File: config.mk
export PLATFORM = sky130hd
export DESIGN_NAME = src_cmd
export DESIGN_NICKNAME = d
export VERILOG_FILES = /design/src/core/src_pkg.sv /design/src/core/src_cmd.sv
export SDC_FILE = /design/constraint.sdc
export NUM_CORES = 1
export LEC_CHECK = 0
export BUFFER_PORTS_ARGS = -buffer_cell sky130_fd_sc_hd__buf_2
export CAP_MARGIN = 20
export CORE_MARGIN = 2
export CORE_UTILIZATION = 50
export CTS_CLUSTER_DIAMETER = 100
export DETAILED_ROUTE_END_ITERATION = 10
export PLACE_DENSITY = 0.74
export SYNTH_ARGS = -nofsm -noshare
export SYNTH_HDL_FRONTEND = slang
export SYNTH_SLANG_ARGS = --single-unit
File: constraint.sdc
create_clock -name CLK_SYS -period 7.65 [get_ports CLK_SYS]
set_input_delay 1.53 -clock CLK_SYS [delete_from_list [all_inputs] [get_ports CLK_SYS]]
set_output_delay 1.53 -clock CLK_SYS [all_outputs]
set_load 0.01 [all_outputs]
File: src/core/src_pkg.sv
// Package of constants and carrier types for the speed command logic
`default_nettype none
package src_pkg;
  localparam int SPD_W = 16;
  localparam int ADC_W = 12;
  localparam int FUEL_W = 16;
  // Analog input indices
  localparam int AIN_SPARE1 = 0;
  localparam int AIN_SPARE2 = 1;
  localparam int AIN_REMOTE = 2;
  localparam int AIN_FLIM = 3;
  localparam int AIN_N = 4;
  // Reset values and alarm reset window length
  localparam logic [15:0] SPD_RST = 16'h0000;
  localparam logic [7:0] ALARM_PULSE_CYC = 8'h10;
  localparam logic [ADC_W-1:0] ADC_ZERO = 12'h000;

  typedef enum logic [1:0] {
    SRC_RAMP_IDLE = 2'b00,
    SRC_RAMP_RATED = 2'b01,
    SRC_RAMP_MANUAL = 2'b11,
    SRC_RAMP_REMOTE = 2'b10
  } src_mode_t;

  // Discrete contact inputs, all from the field
  typedef struct packed {
    logic alarm_reset;
    logic dyn2;
    logic raise;
    logic lower;
    logic rated;
    logic run;
  } src_contacts_t;

  // Speed configuration set points
  typedef struct packed {
    logic [SPD_W-1:0] max_spd;
    logic [SPD_W-1:0] min_spd;
    logic [SPD_W-1:0] rated_spd;
    logic [SPD_W-1:0] idle_spd;
    logic [SPD_W-1:0] raise_step;
    logic [SPD_W-1:0] lower_step;
    logic [SPD_W-1:0] accel_step;
    logic [SPD_W-1:0] decel_step;
    logic [SPD_W-1:0] remote_step;
  } src_spd_cfg_t;

  // Window thresholds for the spare and remote analog inputs
  typedef struct packed {
    logic [ADC_W-1:0] lo_thr;
    logic [ADC_W-1:0] hi_thr;
  } src_thr_t;
endpackage
`default_nettype wire

File: src/core/src_cmd.sv
// Speed reference command logic: contacts, ramps, fuel gating, input faults
//
// Contract
// - Dynamics input picks second dynamics set
// - Raise ramps reference up, capped at maximum
// - Raise released holds present reference
// - Lower ramps reference down, floored at minimum
// - Lower released holds present reference
// - Rated deselected disables raise and lower
// - Raise and lower together enable remote
// - Rated true ramps to rated over accel
// - Rated false ramps to idle over decel
// - Raise or lower cancels rated ramp
// - Remote uses remote rate, cancels accel
// - Run true lets speed loop govern fuel
// - Run false forces fuel to zero
// - Spares and remote flag low or high
// - Fuel limit input flags low only
// - Fault flags latch until reset and in range
// - Fuel demand clamped to external limit
// - Spare inputs expose value and alarms
// - Alarm reset acts briefly on first edge
`default_nettype none
module src_cmd #(
  parameter int SPD_W = src_pkg::SPD_W,
  parameter int ADC_W = src_pkg::ADC_W,
  parameter int FUEL_W = src_pkg::FUEL_W
) (
  // Clock and reset
  input wire logic CLK_SYS,
  input wire logic RSTN,
  // Field contacts
  input wire src_pkg::src_contacts_t CONTACTS,
  // Configuration
  input wire src_pkg::src_spd_cfg_t SPD_CFG,
  input wire src_pkg::src_thr_t THR_WIN,
  input wire logic [ADC_W-1:0] FLIM_LO_THR,
  input wire logic [1:0] SPARE_ALM_EN,
  // Analog samples from converters, and the speed loop fuel demand
  input wire logic [src_pkg::AIN_N*ADC_W-1:0] AIN,
  input wire logic [FUEL_W-1:0] FUEL_LOOP,
  // Speed reference results
  output logic [SPD_W-1:0] SPD_REF,
  output logic [1:0] RAMP_MODE,
  output logic REMOTE_EN,
  output logic DYN2_SEL,
  // Fuel results
  output logic [FUEL_W-1:0] FUEL_DEMAND,
  output logic LOOP_ACTIVE,
  // Analog input state
  output logic [src_pkg::AIN_N-1:0] AIN_FAIL,
  output logic [1:0] SPARE_ALARM,
  output logic [2*ADC_W-1:0] SPARE_VAL,
  output logic ALARM_RESET_PULSE
);
  // The carrier structs fix these widths, so the parameters may only
  // repeat the package values; anything else would misalign the fields
  if (SPD_W != src_pkg::SPD_W) begin : g_spd_w_chk
    $error("src_cmd: SPD_W must match the package");
  end
  if (ADC_W != src_pkg::ADC_W) begin : g_adc_w_chk
    $error("src_cmd: ADC_W must match the package");
  end
  // The fuel limit is left aligned, so the fuel word must be wider
  if (FUEL_W <= ADC_W) begin : g_fuel_w_chk
    $error("src_cmd: FUEL_W must exceed ADC_W");
  end
  // The remote sample is widened onto the speed range
  if (SPD_W < ADC_W) begin : g_rem_w_chk
    $error("src_cmd: SPD_W too narrow for the remote sample");
  end

  // Saturating step toward a target, never passing it
  function automatic logic [SPD_W-1:0] step_to(
    input logic [SPD_W-1:0] cur,
    input logic [SPD_W-1:0] tgt,
    input logic [SPD_W-1:0] stp
  );
    logic [SPD_W:0] sum;
    sum = {1'b0, cur} + {1'b0, stp};
    if (cur < tgt) begin
      step_to = (sum > {1'b0, tgt}) ? tgt : sum[SPD_W-1:0];
    end else if (cur > tgt) begin
      step_to = (cur - tgt < stp) ? tgt : cur - stp;
    end else begin
      step_to = cur;
    end
  endfunction

  src_pkg::src_contacts_t sync1_r;
  src_pkg::src_contacts_t sync2_r;
  always_ff @(posedge CLK_SYS) begin
    if (!RSTN) begin
      sync1_r <= '0;
      sync2_r <= '0;
    end else begin
      sync1_r <= CONTACTS;
      sync2_r <= sync1_r;
    end
  end

  always_ff @(posedge CLK_SYS) begin
    if (!RSTN) begin
      DYN2_SEL <= 1'b0;
    end else begin
      DYN2_SEL <= sync2_r.dyn2;
    end
  end

  logic ar_prev_r;
  logic ar_edge;
  logic [7:0] ar_cnt_r;
  // Only the rising edge counts, so a contact held closed acts once
  assign ar_edge = sync2_r.alarm_reset && !ar_prev_r;
  // Resets to the open-contact level, so no false edge after reset
  always_ff @(posedge CLK_SYS) begin
    if (!RSTN) begin
      ar_prev_r <= 1'b0;
    end else begin
      ar_prev_r <= sync2_r.alarm_reset;
    end
  end

  // Window in which inputs good at the edge may clear their flags
  always_ff @(posedge CLK_SYS) begin
    if (!RSTN) begin
      ar_cnt_r <= 8'h00;
    end else if (ar_edge) begin
      ar_cnt_r <= src_pkg::ALARM_PULSE_CYC;
    end else if (ar_cnt_r != 8'h00) begin
      ar_cnt_r <= ar_cnt_r - 8'h01;
    end
  end

  always_ff @(posedge CLK_SYS) begin
    if (!RSTN) begin
      ALARM_RESET_PULSE <= 1'b0;
    end else begin
      ALARM_RESET_PULSE <= ar_edge;
    end
  end

  // Analog window checks
  logic [src_pkg::AIN_N-1:0] bad;
  logic [ADC_W-1:0] smp [src_pkg::AIN_N];
  always_comb begin
    for (int i = 0; i < src_pkg::AIN_N; i++) begin
      smp[i] = AIN[i*ADC_W +: ADC_W];
    end
    for (int i = 0; i < src_pkg::AIN_FLIM; i++) begin
      bad[i] = (smp[i] < THR_WIN.lo_thr) || (smp[i] > THR_WIN.hi_thr);
    end
    bad[src_pkg::AIN_FLIM] = smp[src_pkg::AIN_FLIM] < FLIM_LO_THR;
  end

  // Set wins over the clear, and only good inputs clear on the edge
  logic [src_pkg::AIN_N-1:0] good_at_edge_r;
  always_ff @(posedge CLK_SYS) begin
    if (!RSTN) begin
      good_at_edge_r <= '0;
    end else if (ar_edge) begin
      good_at_edge_r <= ~bad;
    end else if (ar_cnt_r == 8'h00) begin
      good_at_edge_r <= '0;
    end
  end

  // A live bad input re-sets its flag even inside the clear window
  always_ff @(posedge CLK_SYS) begin
    if (!RSTN) begin
      AIN_FAIL <= '0;
    end else begin
      AIN_FAIL <= bad | (AIN_FAIL & ~(good_at_edge_r & ~bad &
                  {src_pkg::AIN_N{ar_cnt_r != 8'h00}}));
    end
  end

  always_ff @(posedge CLK_SYS) begin
    if (!RSTN) begin
      SPARE_VAL <= '0;
    end else begin
      SPARE_VAL <= {smp[src_pkg::AIN_SPARE2], smp[src_pkg::AIN_SPARE1]};
    end
  end

  // Alarms follow the latched spare flags masked by SPARE_ALM_EN, one cycle behind them
  always_ff @(posedge CLK_SYS) begin
    if (!RSTN) begin
      SPARE_ALARM <= 2'b00;
    end else begin
      SPARE_ALARM <= AIN_FAIL[1:0] & SPARE_ALM_EN;
    end
  end

  // Mode selection
  logic rs;
  logic rl;
  logic both;
  src_pkg::src_mode_t mode_nxt;
  src_pkg::src_mode_t mode_r;
  assign rs = sync2_r.raise;
  assign rl = sync2_r.lower;
  assign both = rs && rl && sync2_r.rated;
  always_comb begin
    if (!sync2_r.rated) begin
      mode_nxt = src_pkg::SRC_RAMP_IDLE;
    end else if (both) begin
      mode_nxt = src_pkg::SRC_RAMP_REMOTE;
    end else if (rs || rl) begin
      mode_nxt = src_pkg::SRC_RAMP_MANUAL;
    end else if (mode_r == src_pkg::SRC_RAMP_IDLE) begin
      mode_nxt = src_pkg::SRC_RAMP_RATED;
    end else if (mode_r == src_pkg::SRC_RAMP_RATED) begin
      mode_nxt = src_pkg::SRC_RAMP_RATED;
    end else begin
      // Stay held after a manual or remote cancel
      mode_nxt = src_pkg::SRC_RAMP_MANUAL;
    end
  end

  always_ff @(posedge CLK_SYS) begin
    if (!RSTN) begin
      mode_r <= src_pkg::SRC_RAMP_IDLE;
    end else begin
      mode_r <= mode_nxt;
    end
  end

  // A separate copy keeps the output straight from a flip-flop
  always_ff @(posedge CLK_SYS) begin
    if (!RSTN) begin
      RAMP_MODE <= 2'b00;
    end else begin
      RAMP_MODE <= mode_nxt;
    end
  end

  always_ff @(posedge CLK_SYS) begin
    if (!RSTN) begin
      REMOTE_EN <= 1'b0;
    end else begin
      REMOTE_EN <= both;
    end
  end

  // Remote target zero-extended from remote input, clamped to min and max speed
  logic [SPD_W-1:0] remote_tgt;
  always_comb begin
    remote_tgt = SPD_W'(smp[src_pkg::AIN_REMOTE]);
    if (remote_tgt > SPD_CFG.max_spd) begin
      remote_tgt = SPD_CFG.max_spd;
    end else if (remote_tgt < SPD_CFG.min_spd) begin
      remote_tgt = SPD_CFG.min_spd;
    end
  end

  // Reference ramp
  always_ff @(posedge CLK_SYS) begin
    if (!RSTN) begin
      SPD_REF <= src_pkg::SPD_RST;
    end else begin
      unique case (mode_nxt)
        src_pkg::SRC_RAMP_IDLE: begin
          SPD_REF <= step_to(SPD_REF, SPD_CFG.idle_spd, SPD_CFG.decel_step);
        end
        src_pkg::SRC_RAMP_RATED: begin
          SPD_REF <= step_to(SPD_REF, SPD_CFG.rated_spd, SPD_CFG.accel_step);
        end
        src_pkg::SRC_RAMP_MANUAL: begin
          if (rs) begin
            SPD_REF <= step_to(SPD_REF, SPD_CFG.max_spd, SPD_CFG.raise_step);
          end else if (rl) begin
            SPD_REF <= step_to(SPD_REF, SPD_CFG.min_spd, SPD_CFG.lower_step);
          end else begin
            SPD_REF <= SPD_REF;
          end
        end
        src_pkg::SRC_RAMP_REMOTE: begin
          SPD_REF <= step_to(SPD_REF, remote_tgt, SPD_CFG.remote_step);
        end
      endcase
    end
  end

  // Fuel limit scaled into fuel width, left aligned
  logic [FUEL_W-1:0] flim;
  assign flim = {smp[src_pkg::AIN_FLIM], {(FUEL_W-ADC_W){1'b0}}};

  // Shows whether the speed loop owns the fuel demand
  always_ff @(posedge CLK_SYS) begin
    if (!RSTN) begin
      LOOP_ACTIVE <= 1'b0;
    end else begin
      LOOP_ACTIVE <= sync2_r.run;
    end
  end

  // An open run contact wins over the loop without waiting for a ramp
  always_ff @(posedge CLK_SYS) begin
    if (!RSTN) begin
      FUEL_DEMAND <= '0;
    end else begin
      if (!sync2_r.run) begin
        FUEL_DEMAND <= '0;
      end else begin
        FUEL_DEMAND <= (FUEL_LOOP > flim) ? flim : FUEL_LOOP;
      end
    end
  end
endmodule
`default_nettype wire

== Word-level counts from Yosys, hierarchy flattened ==
Cells that the tools add are included.
Word-level totals
  output and inout port bits: 68
  word-level logic and storage cells: 145
  register bits after elaboration: 93
Cells by class
  multiplexer cells: 35
  add/subtract/negate cells: 16
  $lt $le $gt $ge: 30
  eq/ne operators: 10
  bitwise operators: 9
  reduce and logical (&&, ||, !) cells: 18
Operator list (number)
  $mux 16: 25
  $lt 16x16->1: 10
  $sub 16x16->16: 10
  $gt 16x16->1: 6
  $add 16x16->17: 5
  $gt 17x16->1: 5
  $pmux 16 s4: 1
  $lt 12x12->1: 4
  $gt 12x12->1: 3
  $gt 12x16->1: 1
  $lt 12x16->1: 1
  $and 4x4->4: 3
  $ne 3x3->1 const B: 4
  $mux 2: 5
  $mux 5: 2
  $logic_not 8->1: 1
  $mux 4: 2
  $ne 4x4->1 const B: 2
  $not 4->4: 2
  $reduce_bool 8->1: 1
  $sub 8x1->8 const B: 1
  $reduce_and 6->1: 1
  $eq 2x1->1 const B: 2
  $eq 2x2->1 const B: 2
  other kinds (11): 19

== Longest topological paths before layout ==
  depth after elaboration: 9
  mapped depth: 37

== Worst setup path after synthesis ==
Ideal clock, no wire load.
  path kind: input port to flip-flop
  start: in SPD_CFG[113] (netlist bit)
  end: reg SPD_REF[15]
  data required time: 7.527 ns
  library setup time: 0.123 ns
  stages: 33
  path buffers: 2
  data arrival time: 7.619 ns
  path slack: -0.092 ns
  cell sequence: inv_1 > ha_1 > nand2_1 > o21ai_0 > a41o_1 > a21o_1 > buf_1 > mux2i_1 > nor2_1 > a21oi_1 > ha_1 > buf_1 > nand2_1 > a2111o_1 > nor3b_1 > maj3_1 > nor3_1 > nor2_1 > o21ai_0 > a21o_1 > a21oi_1 > xnor2_1 > ha_1 > o21ai_0 > nand2b_1 > a21oi_1 > a21oi_1 > nand3b_1 > or3_1 > and4_1 > a2111o_1 > a211o_1 > o2bb2ai_1
On the way
  longest elaborated chain between the ends: 9
Ends and longest elaborated chain
  from (decl): RTL line src_cmd.sv:35  | input wire src_pkg::src_spd_cfg_t SPD_CFG,
  $lt 12x16->1: RTL line src_cmd.sv:252  | end else if (remote_tgt < SPD_CFG.min_spd) begin
  $mux 16: RTL line src_cmd.sv:252
  $mux 16: RTL line src_cmd.sv:250  | if (remote_tgt > SPD_CFG.max_spd) begin
  $sub 16x16->16: RTL line src_cmd.sv:84  | step_to = (cur - tgt < stp) ? tgt : cur - stp;
  $lt 16x16->1: RTL line src_cmd.sv:84
  $mux 16: RTL line src_cmd.sv:84
  $mux 16: RTL line src_cmd.sv:83  | end else if (cur > tgt) begin
  $mux 16: RTL line src_cmd.sv:81  | if (cur < tgt) begin
  $pmux 16 s4: RTL line src_cmd.sv:262  | unique case (mode_nxt)
  to (signal assigned): RTL line src_cmd.sv:260  | SPD_REF <= src_pkg::SPD_RST;
  to (signal assigned): RTL line src_cmd.sv:264  | SPD_REF <= step_to(SPD_REF, SPD_CFG.idle_spd, SPD_CFG.decel_step);
  to (signal assigned): RTL line src_cmd.sv:267  | SPD_REF <= step_to(SPD_REF, SPD_CFG.rated_spd, SPD_CFG.accel_step);
  to (decl): RTL line src_cmd.sv:43  | output logic [SPD_W-1:0] SPD_REF,
Several ways; a longest one is shown, not always the timed one. The select of a mux whose other input is x is not followed.
A chain may end at the register's enable or synchronous reset.

== Final worst setup path ==
  start: in AIN[29] (netlist bit)
  end: reg SPD_REF[15]
On the way
  longest elaborated chain between the ends: 9
Ends and longest elaborated chain
  from (decl): RTL line src_cmd.sv:40  | input wire logic [src_pkg::AIN_N*ADC_W-1:0] AIN,
  $lt 12x16->1: RTL line src_cmd.sv:252
  $mux 16: RTL line src_cmd.sv:252
  $mux 16 *: RTL line src_cmd.sv:250
  $sub 16x16->16: RTL line src_cmd.sv:84
  $lt 16x16->1: RTL line src_cmd.sv:84
  $mux 16: RTL line src_cmd.sv:84
  $mux 16: RTL line src_cmd.sv:83
  $mux 16: RTL line src_cmd.sv:81
  $pmux 16 s4: RTL line src_cmd.sv:262
Mark *: on every way between the ends. The rest lies on a longest branch, timed or not. The select of a mux whose other input is x is not followed.

==> impl_results.md <==
* Power per cell area at 383 nW/um^2
* Row count at 76
* Mean Syn Cell Area at 7.51 sq um
* Sequential Power Share at 0.075
* Mapped cell area at 21800 sq um
* IO Pins at 322
* PostCTS Resize Cnt at 0
* Sw Pwr at between 5 and 6 mW
* Most frequent CP cell: ha_1
* Total clock sinks at 93
* Post-synth EDFFs at 0
* Die Height at 213 microns
* Multi-input combinational cell area at 18500 sq um
* Nets at 4060
* Commonest non-fill, non-tap cells in the layout: ha_1 (501), buf_2 (321), inv_1 (311)
* Residual DRC at 0
* Sequential cell area at about 1900 sq um
* Clk buf depth at 2
* CP Class: input pin to flip-flop
* TritonCTS clock tree: built
* Clk network pwr share at 0.051
* CP peak stage delay at 0.43 ns
* GRT overflow at 0
* Worst reg2reg endpoint: SPD_REF[6]$_SDFFE_PN0P_
* Outcome: finished clean
* Chip width at 213 microns
* Commonest non-fill, non-tap cell in the layout: ha_1
* Antenna-violating nets left at 0
* GRT Overall Usage at 0.376
* CP Capture Type: flip-flop
* CP arrival at 7.65 ns
* Sequential-to-total area share from yosys stat at 0.0853
* Port bufs at 321
* VDD IR-drop max at about 0.00021 V
* Initial cell density of the core at 0.507
* Core footprint at 43100 sq um
* Fmax at 0.135 GHz
* CP Data Required Time at 7.90 ns
* Crit start category: input pin
* Synth Flop Type: dfxtp_1
* Hold Path Stages at 1
* Hold buffers post-CTS at 0
* Largest net degree at the start of global routing at 36
* DR pass1 iterations at 6
* Hpwl dp at 75100 microns
* Max-Cap Viols at 0
* Antenna violations before repair at 5
* WHS Endpoint: sync2_r[4]$_SDFF_PN0_
* Area added between synthesis and finish at 16.0%
* Internal Power at 4.27 mW
* Netlist cell types at 85
* Flop2flop setup slack at 0.98 ns
* Initial drt markers at 2085
* Cells after synthesis at 2906
* Final design utilization at 0.588
* HP Class: flip-flop to flip-flop
* Worst slew pin tran at 1.16 ns
* LEAKAGE at roughly 13 nW
* Routed length per instance at around 23 microns
* Post-CTS Setup Inserts at 0
* Layout Skew at about 0.026 ns
* Number of global-route vias before repair at 23226
* CTS Buf Count at 9
* Final Hold Vio Count at 0
* Switching Fraction at 0.560
* Slew headroom at 0.218
* Final instance area at 25300 sq um
* Clk_lat worst skew at 0.38 ns
* Setup violations, final at 0
* Slew Limit Fails at 0
* Vias/cell at 6.13
* Combinational power share at 0.874
* Hold Path Origin: sync1_r[4]$_SDFF_PN0_
* R2R depth at 28
* Die area at 45300 sq um
* Crit share post-route at 0.967
* Vias at 23806
* WL final at roughly 88000 microns
* Post-Syn Nets at 3675
* Period minus WS final at 7.39 ns
* CTS Root Cell: clkbuf_16
* Register bit total from synthesis at 93
* Share of cells above drive strength 1 at 0.161
* First-pass GRT wire length at roughly 130000 microns
* H-tree levels at 3
* Clock slew at reported path FFs at around 0.09 ns
* CP max FO at 6
* Yosys warning count at 0
* Placer Congestion at 0.986
* Cell Area, Placed at 25000 sq um
* Filler cells at between 4000 and 5000
* CP max stage cell: or3_1
* Post-synth ARST share at 0
* RSZ-0062 raised after global routing: true
* FF-to-FF Start: SPD_REF[1]$_SDFFE_PN0P_
power by group through the flow:
stage	Combinational, mW	Sequential, mW	Clock [mW]
after global routing	9.26	0.729	0.511
final	8.47	0.726	0.490
after detailed placement	8.22	0.727	0
after global placement	8.07	0.727	0
after floorplan	5.57	0.731	0
after CTS	8.27	0.716	0.490
registers in the layout, indices dropped and copies added, names as in the netlist:
name,count
good_at_edge_r,4
SPARE_ALARM,2
rs,1
SPARE_VAL,24
REMOTE_EN,1
sync1_r,6
ALARM_RESET_PULSE,1
LOOP_ACTIVE,1
ar_prev_r,1
AIN_FAIL,4
FUEL_DEMAND,16
sync2_r,4
ar_cnt_r,8
DYN2_SEL,1
rl,1
SPD_REF,16
RAMP_MODE,2
cells by family after synthesis:
logic type,share of synthesized area
buffers and inverters,0.0700
and+or+nand+nor,0.174
muxes,0.0149
adders and majority gates,0.301
xor gates and xnor gates,0.0706
AOI/OAI and AO/OA,0.284
DFF,0.0853
per-layer routing:
| metal | wire (microns) | global-route usage | vias up |
|---|---|---|---|
| met5 | 24 | 0 | - |
| met4 | 3640 | 0.138 | 4 |
| met3 | 6510 | 0.0441 | 166 |
| met2 | 39900 | 0.626 | 970 |
| met1 | 37800 | 0.497 | 11310 |
| li1 | - | - | 11356 |
per-stage QoR:
stage / instances / power [mW] / worst slack, ns / hold WS [ns] / TNS, ns
after global routing: 3883 / 10.5 / -0.0573 / 0.444 / -0.0573
after CTS: 3881 / 9.47 / 0.0544 / 0.436 / 0
after global placement: 3865 / 8.80 / -0.122 / 0.413 / -0.325
final: 3884 / 9.69 / 0.256 / 0.435 / 0
after detailed placement: 3865 / 8.94 / -0.285 / 0.419 / -0.727
after floorplan: 2906 / 6.30 / 0.0226 / 0.412 / 0
worst max path at each step:
stage | from | cells after the start | slack, ns | endpoint
final | AIN[29] | 33 | 0.26 | SPD_REF[15]$_SDFFE_PN0P_
after global placement | SPD_CFG[137] | 30 | -0.12 | SPD_REF[15]$_SDFFE_PN0P_
after detailed placement | SPD_CFG[137] | 31 | -0.29 | SPD_REF[15]$_SDFFE_PN0P_
after floorplan | SPD_CFG[135] | 33 | 0.02 | SPD_REF[15]$_SDFFE_PN0P_
after CTS | SPD_CFG[137] | 31 | 0.05 | SPD_REF[15]$_SDFFE_PN0P_
after global routing | AIN[29] | 33 | -0.06 | SPD_REF[15]$_SDFFE_PN0P_
critical path, delay by kind of cell:
| family | cells | cell delay [ns] |
|---|---|---|
| buffers and inverters | 5 | 0.67 |
| and+or+nand+nor | 10 | 1.83 |
| AOI/OAI and AO/OA | 11 | 1.93 |
| muxes | 1 | 0.22 |
| adders and majority gates | 5 | 1.29 |
| xor gates and xnor gates | 1 | 0.14 |
final cells by class:
type / instances / area share
multi-input combinational: 2407 / 0.730
tap: 585 / 0.0289
clock buffer: 9 / 0.00889
sequential: 93 / 0.0736
clock inverter: 7 / 0.00311
timing repair buffer: 469 / 0.109
antenna: 3 / 0.000296
inverter: 311 / 0.0461
cell usage after synthesis (35+ instances only):
library cell	instances	area share
a21oi_1	256	0.059
nor2_1	212	0.036
nor2b_1	54	0.015
xnor2_1	130	0.052
o21bai_1	35	0.012
clkbuf_1	87	0.015
nor3_1	65	0.015
xor2_1	46	0.018
nand4_1	49	0.014
dfxtp_1	93	0.085
nand3_1	45	0.010
and2_1	45	0.013
inv_1	311	0.053
o21ai_0	137	0.031
a21o_1	123	0.042
ha_1	501	0.29
nand2_1	149	0.026
nand2b_1	48	0.014
Power figures use the tool's default switching activity.
